File: src/rtl/bpsrs_defs.vh
// constants for the bridge power-state and reset sequencer
// assumes a single 20 MHz sys_clk; included by bare name from the design file
`ifndef BPSRS_DEFS_VH
`define BPSRS_DEFS_VH

// clock period in ns
`define BPSRS_CLK_PERIOD_NS        50
// platform timing, as printed, in their own units
`define BPSRS_PWR_TO_RST_MS        100
`define BPSRS_CLK_TO_RST_US        100
`define BPSRS_FAIL_TO_RST_NS       500
// derived cycle counts (least times round up, longest times round down)
`define BPSRS_PWR_TO_RST_CYC   ((`BPSRS_PWR_TO_RST_MS * 1000000 + `BPSRS_CLK_PERIOD_NS - 1) / `BPSRS_CLK_PERIOD_NS)
`define BPSRS_CLK_TO_RST_CYC   ((`BPSRS_CLK_TO_RST_US * 1000 + `BPSRS_CLK_PERIOD_NS - 1) / `BPSRS_CLK_PERIOD_NS)
`define BPSRS_FAIL_TO_RST_CYC  (`BPSRS_FAIL_TO_RST_NS / `BPSRS_CLK_PERIOD_NS)

// training reset burst length in ordered sets
`define BPSRS_TS1_BURST            1024

// function power state codes
`define BPSRS_D0                   2'h0
`define BPSRS_D3HOT                2'h3
// link power state codes
`define BPSRS_L0                   3'h0
`define BPSRS_L0S                  3'h1
`define BPSRS_L1                   3'h2
`define BPSRS_L23R                 3'h3
`define BPSRS_L3                   3'h4
// bus power state codes
`define BPSRS_B0                   2'h0
`define BPSRS_B1                   2'h1
`define BPSRS_B2                   2'h2
`define BPSRS_B3                   2'h3

`endif

File: src/rtl/bpsrs_core.v
// power state tracking, power-event translation and reset sequencing of the bridge
// assumes all inputs synchronous to sys_clk except the fundamental reset pin,
// which is synchronised here; the platform meets its own power/clock timing
`timescale 1ns/1ns
`include "bpsrs_defs.vh"

module bpsrs_core (
  input  wire       sys_clk,
  input  wire       reset,
  input  wire       aux_reset,
  input  wire       fund_reset_n_in,
  input  wire       pci_reset_n,
  input  wire       reverse_bridge_select,
  input  wire [1:0] dstate_req,
  input  wire       dstate_req_valid,
  input  wire       main_power_good,
  input  wire       aspm_enable,
  input  wire       link_idle,
  input  wire       link_l1_req,
  input  wire       link_pme_turn_off,
  input  wire       power_event_request_n_in,
  input  wire       pme_msg_rx,
  input  wire       pme_serviced,
  input  wire       wake_request,
  input  wire       ts1_sent,
  input  wire       sticky_wr,
  input  wire [7:0] sticky_wdata,
  output reg  [1:0] dstate,
  output wire       dstate_cold,
  output reg        dstate_req_unsupported,
  output reg  [2:0] link_state,
  output reg  [1:0] bus_state,
  output reg  [7:0] sticky_data,
  output reg        pme_msg_tx,
  output wire       power_event_request_n_out,
  output wire       power_event_request_n_oe,
  output reg        beacon_tx,
  output wire       func_reset,
  output wire       fund_reset_n_out,
  output wire       fund_reset_n_oe,
  output reg        ts1_reset_tx
);

  // reset sequencer states, one-hot
  localparam [3:0] ST_HOLD  = 4'h1;  // functions held in reset
  localparam [3:0] ST_RUN   = 4'h2;  // functions running
  localparam [3:0] ST_DRIVE = 4'h4;  // reverse: driving reset downstream
  localparam [3:0] ST_TS1   = 4'h8;  // reverse: sending training resets

  reg        rst_sync1_q;     // first synchroniser stage, read only by stage two
  reg        rst_sync2_q;     // synchronised reset-active level
  reg  [3:0] seq_q;           // sequencer state
  reg  [3:0] seq_d;
  reg [10:0] ts1_cnt_q;       // ordered sets sent in the current burst
  reg [10:0] ts1_cnt_d;
  reg        pev_hold_q;      // reverse-mode request held until serviced
  reg        pev_in_q;        // previous sampled request level (inverted pin), for edge detect
  reg        mode_q;          // direction registered from the select pin every cycle

  wire       reverse_mode;
  wire       reset_src;       // active reset request for the current mode
  wire       pev_asserted;

  // the select pin is static; it is registered on every clock once reset lets go
  // sampled every cycle; changing it while running is not supported
  always @(posedge sys_clk or posedge reset) begin
    if (reset) begin
      mode_q <= 1'b0;
    end else begin
      mode_q <= reverse_bridge_select;
    end
  end

  assign reverse_mode = mode_q;

  // two-stage synchroniser: the reset pin has no phase relation to our clock
  always @(posedge sys_clk or posedge reset) begin
    if (reset) begin
      rst_sync1_q <= 1'b1;
      rst_sync2_q <= 1'b1;
    end else begin
      rst_sync1_q <= ~fund_reset_n_in;
      rst_sync2_q <= rst_sync1_q;
    end
  end

  // forward mode obeys the fundamental reset, reverse mode the PCI reset
  assign reset_src = reverse_mode ? ~pci_reset_n : rst_sync2_q;

  // sequencer next state
  always @* begin
    seq_d     = seq_q;
    ts1_cnt_d = ts1_cnt_q;
    case (seq_q)
      ST_HOLD: begin
        // startup waits for release; platform timing assumed met
        if (!reset_src) begin
          seq_d = ST_RUN;
        end
      end
      ST_RUN: begin
        if (reset_src && reverse_mode) begin
          seq_d     = ST_DRIVE;
          ts1_cnt_d = 11'h000;
        end else if (reset_src) begin
          seq_d = ST_HOLD;
        end
      end
      ST_DRIVE: begin
        // one cycle of downstream reset before the training burst starts
        seq_d = ST_TS1;
      end
      ST_TS1: begin
        // the burst ends on its last set, so 11 bits never wrap
        if (ts1_sent) begin
          ts1_cnt_d = ts1_cnt_q + 11'h001;
        end
        if (ts1_sent && ts1_cnt_q == `BPSRS_TS1_BURST - 1) begin
          seq_d = ST_HOLD;
        end
      end
      default: begin
        seq_d = ST_HOLD;
      end
    endcase
  end

  // sequencer registers
  always @(posedge sys_clk or posedge reset) begin
    if (reset) begin
      seq_q     <= ST_HOLD;
      ts1_cnt_q <= 11'h000;
    end else begin
      seq_q     <= seq_d;
      ts1_cnt_q <= ts1_cnt_d;
    end
  end

  // functions stay in reset outside the run state
  assign func_reset = ~seq_q[1];

  // downstream reset driven only in reverse mode, as open-drain low
  assign fund_reset_n_out = 1'b0;
  assign fund_reset_n_oe  = reverse_mode & (seq_q[0] | seq_q[2] | seq_q[3]);

  // training-reset strobe level towards the link layer
  always @(posedge sys_clk or posedge reset) begin
    if (reset) begin
      ts1_reset_tx <= 1'b0;
    end else begin
      ts1_reset_tx <= seq_d[3];
    end
  end

  // function power state; D1/D2 requests are refused and flagged
  // a refused request keeps the old state, so software never sees a half step
  always @(posedge sys_clk or posedge reset) begin
    if (reset) begin
      dstate                 <= `BPSRS_D0;
      dstate_req_unsupported <= 1'b0;
    end else if (func_reset) begin
      dstate                 <= `BPSRS_D0;
      dstate_req_unsupported <= 1'b0;
    end else if (dstate_req_valid) begin
      if (dstate_req == `BPSRS_D0 || dstate_req == `BPSRS_D3HOT) begin
        dstate                 <= dstate_req;
        dstate_req_unsupported <= 1'b0;
      end else begin
        dstate_req_unsupported <= 1'b1;
      end
    end
  end

  // cold is D3 with main power gone
  assign dstate_cold = (dstate == `BPSRS_D3HOT) & ~main_power_good;

  // link power state; ASPM moves between L0 and L0s/L1 while in D0
  always @(posedge sys_clk or posedge reset) begin
    if (reset) begin
      link_state <= `BPSRS_L0;
    end else if (func_reset) begin
      link_state <= main_power_good ? `BPSRS_L0 : `BPSRS_L3;
    end else begin
      case (link_state)
        `BPSRS_L0: begin
          if (link_pme_turn_off) begin
            link_state <= `BPSRS_L23R;
          end else if (dstate == `BPSRS_D3HOT) begin
            link_state <= `BPSRS_L1;
          end else if (aspm_enable && link_l1_req) begin
            link_state <= `BPSRS_L1;
          end else if (aspm_enable && link_idle) begin
            link_state <= `BPSRS_L0S;
          end
        end
        `BPSRS_L0S: begin
          if (!link_idle || !aspm_enable) begin
            link_state <= `BPSRS_L0;
          end
        end
        `BPSRS_L1: begin
          // exit once back in D0 and ASPM no longer asks for L1
          if (dstate == `BPSRS_D0 && !(aspm_enable && link_l1_req)) begin
            link_state <= `BPSRS_L0;
          end else if (link_pme_turn_off) begin
            link_state <= `BPSRS_L23R;
          end
        end
        `BPSRS_L23R: begin
          if (!main_power_good) begin
            link_state <= `BPSRS_L3;
          end
        end
        default: begin
          if (main_power_good) begin
            link_state <= `BPSRS_L0;
          end
        end
      endcase
    end
  end

  // bus power state follows the supplies, the function state and the link state (L1 gives B1)
  always @(posedge sys_clk or posedge reset) begin
    if (reset) begin
      bus_state <= `BPSRS_B0;
    end else if (!main_power_good) begin
      bus_state <= `BPSRS_B3;
    end else if (dstate == `BPSRS_D3HOT) begin
      bus_state <= `BPSRS_B2;
    end else if (link_state == `BPSRS_L1) begin
      bus_state <= `BPSRS_B1;
    end else begin
      bus_state <= `BPSRS_B0;
    end
  end

  // sticky state on the auxiliary reset only, so main resets leave it alone
  always @(posedge sys_clk or posedge aux_reset) begin
    if (aux_reset) begin
      sticky_data <= 8'h00;
    end else if (sticky_wr) begin
      sticky_data <= sticky_wdata;
    end
  end

  // forward mode: a falling edge on the pin becomes one message pulse
  // the edge flop resets to the released level; func_reset holds the message off until the flop has sampled the pin
  assign pev_asserted = ~power_event_request_n_in;
  always @(posedge sys_clk or posedge reset) begin
    if (reset) begin
      pev_in_q   <= 1'b0;
      pme_msg_tx <= 1'b0;
    end else begin
      pev_in_q   <= pev_asserted;
      pme_msg_tx <= ~reverse_mode & ~func_reset & pev_asserted & ~pev_in_q;
    end
  end

  // reverse mode: a received message holds the pin low until serviced;
  // a new message in the servicing cycle wins so no event is lost
  always @(posedge sys_clk or posedge reset) begin
    if (reset) begin
      pev_hold_q <= 1'b0;
    end else if (!reverse_mode) begin
      pev_hold_q <= 1'b0;
    end else if (pme_msg_rx) begin
      pev_hold_q <= 1'b1;
    end else if (pme_serviced) begin
      pev_hold_q <= 1'b0;
    end
  end

  // open-drain: only ever pull low, float otherwise
  assign power_event_request_n_out = 1'b0;
  assign power_event_request_n_oe  = pev_hold_q;

  // beacon only from L1 and L2/3 ready, in forward mode; there is no wake pin at all
  always @(posedge sys_clk or posedge reset) begin
    if (reset) begin
      beacon_tx <= 1'b0;
    end else begin
      beacon_tx <= wake_request & ~reverse_mode &
                   (link_state == `BPSRS_L23R || link_state == `BPSRS_L1);
    end
  end

endmodule

File: config.mk
export PLATFORM = sky130hd
export DESIGN_NAME = bpsrs_core
export DESIGN_NICKNAME = d
export VERILOG_FILES = /design/src/rtl/bpsrs_core.v
export VERILOG_INCLUDE_DIRS = /design/src /design/src/rtl
export SDC_FILE = /design/constraint.sdc
export NUM_CORES = 1
export LEC_CHECK = 0
export BUFFER_PORTS_ARGS = -buffer_cell sky130_fd_sc_hd__clkbuf_2
export CORE_MARGIN = 5
export CORE_UTILIZATION = 35
export CTS_CLUSTER_SIZE = 14
export DETAILED_ROUTE_END_ITERATION = 10
export PLACE_DENSITY = 0.59
export SETUP_SLACK_MARGIN = 0.4
export SLEW_MARGIN = 10
export SYNTH_ARGS = -nofsm -noshare
export SYNTH_HDL_FRONTEND = slang
export SYNTH_SLANG_ARGS = --single-unit
File: constraint.sdc
create_clock -name sys_clk -period 2.1 [get_ports sys_clk]
set_clock_uncertainty 0.15 [all_clocks]
set_input_delay 0.42 -clock sys_clk [delete_from_list [all_inputs] [get_ports sys_clk]]
set_output_delay 0.42 -clock sys_clk [all_outputs]
set_load 0.03 [all_outputs]
==> metrics.txt <==
Ports=53; row cnt=25; final WL=3701 microns; final worst-path cycle share=0.8535; flops & latches, synth=38; final worst path period need=1792 ps; critical path class=flop to output port; unrepaired setup endpoints after global routing=yes; endpoints failing setup=0; total track usage=0.1171; placed cell areas=2067 sq um; Synth Flop Type=dfrtp_1; leakage power=1.079 nW; Compound-Gate Fraction of Synth Area=0.1059; H-tree depth=2; Die Ht=80.70 microns; sequential cell area fraction in the yosys report=0.5458; routed len/inst=12.81 microns; first-pass GRT wire length=5927 microns; Buffers on Ports=50; count of mapped cells out of synthesis=161; Synth cell types=41; Async SR Flop Fraction=1.000; starting density of the core=0.3655; xor/xnor share of the synthesized area=0.03505; pwr dens=881.7 nW/um^2; final core utilization=0.4703; Hold WS=27.18 ps; min-delay worst type=primary input to asynchronous set/reset pin; Peak Freq=557.9 MHz; area leader, netlist=dfrtp_1; Synth Area in Adders=0.007153; critical path required time=1530 ps; yosys warns=0; routability cong.=0.8408; Worst Setup End Kind=output port; setup tns final=0 ps; fin nets=250; post-synthesis mux area share=0.05150; first drt pass iteration count=4; number of global-route vias before repair=1335; Worst Path Arrival=1220 ps; EDFF count, synth=0; Synth area leaders=dfrtp_1, mux2_2, dfstp_2; top-area cell type share of the netlist area=0.5007; die footprint=6512 sq um; via count=1425; CTS Buf Count=5; pin count of the biggest net entering global routing=31; final hold vios=0; share of layout cells above drive strength 1=0.4144; simple logic cell fraction of the synthesized area=0.2074; Iter 0 DRT Violations=53; initial antenna violation count=0; root buf cell=clkbuf_8; Slew Limit Fails=0; TritonCTS clock tree=built; CTS Buffer Depth=2; area grow syn2layout=28.68%; worst skew pair latency=290 ps; main combinational cell family by area after synthesis=simple AND/OR/NAND/NOR gates; Overflow after GRT=0; post-DP HPWL=2726 microns; maximum vdd drop=0.5523 mV; crit path launch type=flop; post-route cell area=2251 sq um; status=finished, final reports clean; Reg clk slew, reported paths=80 ps; syn_area_per_cell=10.86 sq um; antenna cells=0; Core Area=4786 sq um; FILL cells=471; r2r worst-path depth=5; post-route ant nets=0; DR vias/cell=4.931; Synth Cell Area=1749 sq um; # Max-Cap Violations=0; DRC Markers=0; CTS Sinks=38; CP Max Fanout=4; die width=80.70 microns
## state kept, by name, indices dropped and copies added (netlist names)
signal / count
rst_sync1_q: 1
beacon_tx: 1
dstate_req_unsupported: 1
dstate: 2
power_event_request_n_oe: 1
link_state: 3
ts1_cnt_q: 11
pme_msg_tx: 1
seq_q: 4
mode_q: 1
bus_state: 2
rst_sync2_q: 1
sticky_data: 8
pev_in_q: 1
## critical path: stages (launching register included)
cell	delay (ps)
dfstp_2	590
nor3_2	60
nor2b_1	110
buf_4	170
## timing repair
action / in CTS / in global routing
gates resized for setup: 7 / 6
endpoints found under the hold margin: 8 / 0
setup buffers: 1 / 5
endpoints found under the setup margin: 8 / 7
hold buffers: 1 / 0
pin swaps: 0 / 1
## path summary, 6_finish.rpt
| path | startpoint | endpoint | slack (ps) |
|---|---|---|---|
| worst max register to register | seq_q[2] | ts1_cnt_q[8] | 410 |
| worst min-delay path | reset | ts1_cnt_q[2] | 30 |
| worst min register to register | rst_sync1_q | rst_sync2_q | 210 |
| max in group asynchronous | aux_reset | sticky_data[3] | 1130 |
| min in group sys_clk | fund_reset_n_in | rst_sync1_q | 80 |
| worst max-delay path | seq_q[0] | fund_reset_n_oe | 310 |
## routing by layer
layer,vias to the layer above,track usage,part of all wire
li1,687,-,-
met1,678,0.1440,0.44
met2,55,0.1887,0.47
met3,5,0.03924,0.082
met4,0,0.04561,0.012
met5,-,0,0
## where the power goes
part	total [mW]	switching, mW	internal [mW]
clock	0.526	0.263	0.264
combinational	0.515	0.315	0.201
sequential	0.943	0.112	0.831
## synthesized netlist by cell type, types with 3 or more instances
cell type / instances
mux2_2: 8
nand2b_1: 3
nand3_1: 9
nand2_1: 11
and2_1: 3
nor2b_1: 3
inv_1: 10
dfrtp_1: 35
dfstp_2: 3
nor2_1: 8
a21oi_1: 9
or3_1: 4
nand4_1: 3
clkbuf_1: 4
xor2_1: 5
o21ai_0: 9
## placed cells by master (no fill, tap or decap), drive strengths merged, types with 3 or more instances in the layout
cell type   n
a21oi       9
nand3       9
nand2      11
xor2        5
nand2b      3
nand4       5
buf        10
nor2b       3
inv        10
dfrtp      35
and2        3
dfstp       3
mux2        8
clkbuf     54
or3         4
nor2        8
o21ai       9
## final cells by class
cell class,instances,area (sq um),share of cell area
clock buffers,6,82.58,0.03669
well taps,67,83.83,0.03724
repair buffers,59,327.8,0.1456
clock inverters,2,12.51,0.005559
inverters,10,40.04,0.01779
multi-input cells,107,740.7,0.3291
flip-flops and latches,38,963.4,0.4280
## logic make-up (layout without fill, tap and decap cells)
group                    Yosys count  in the layout
AO/OA/AOI/OAI                     30             30
XOR/XNOR                           7              7
adder cells (fa/ha/maj)            1              1
buffers and inverters             17             77
flip-flops                        38             38
multiplexers                       8              8
other                              1              2
AND/OR/NAND/NOR                   59             59
## per-stage QoR
stage               total power [mW]  instances  setup WS (ps)
floorplan                      1.285        162          335.9
global route                   2.094        289          233.2
CTS                            1.965        284          266.3
finish                         1.985        289          307.6
detailed placement             1.416        274          348.5
global placement               1.416        274          379.3
Note: power is estimated with default switching activity, not from simulation.
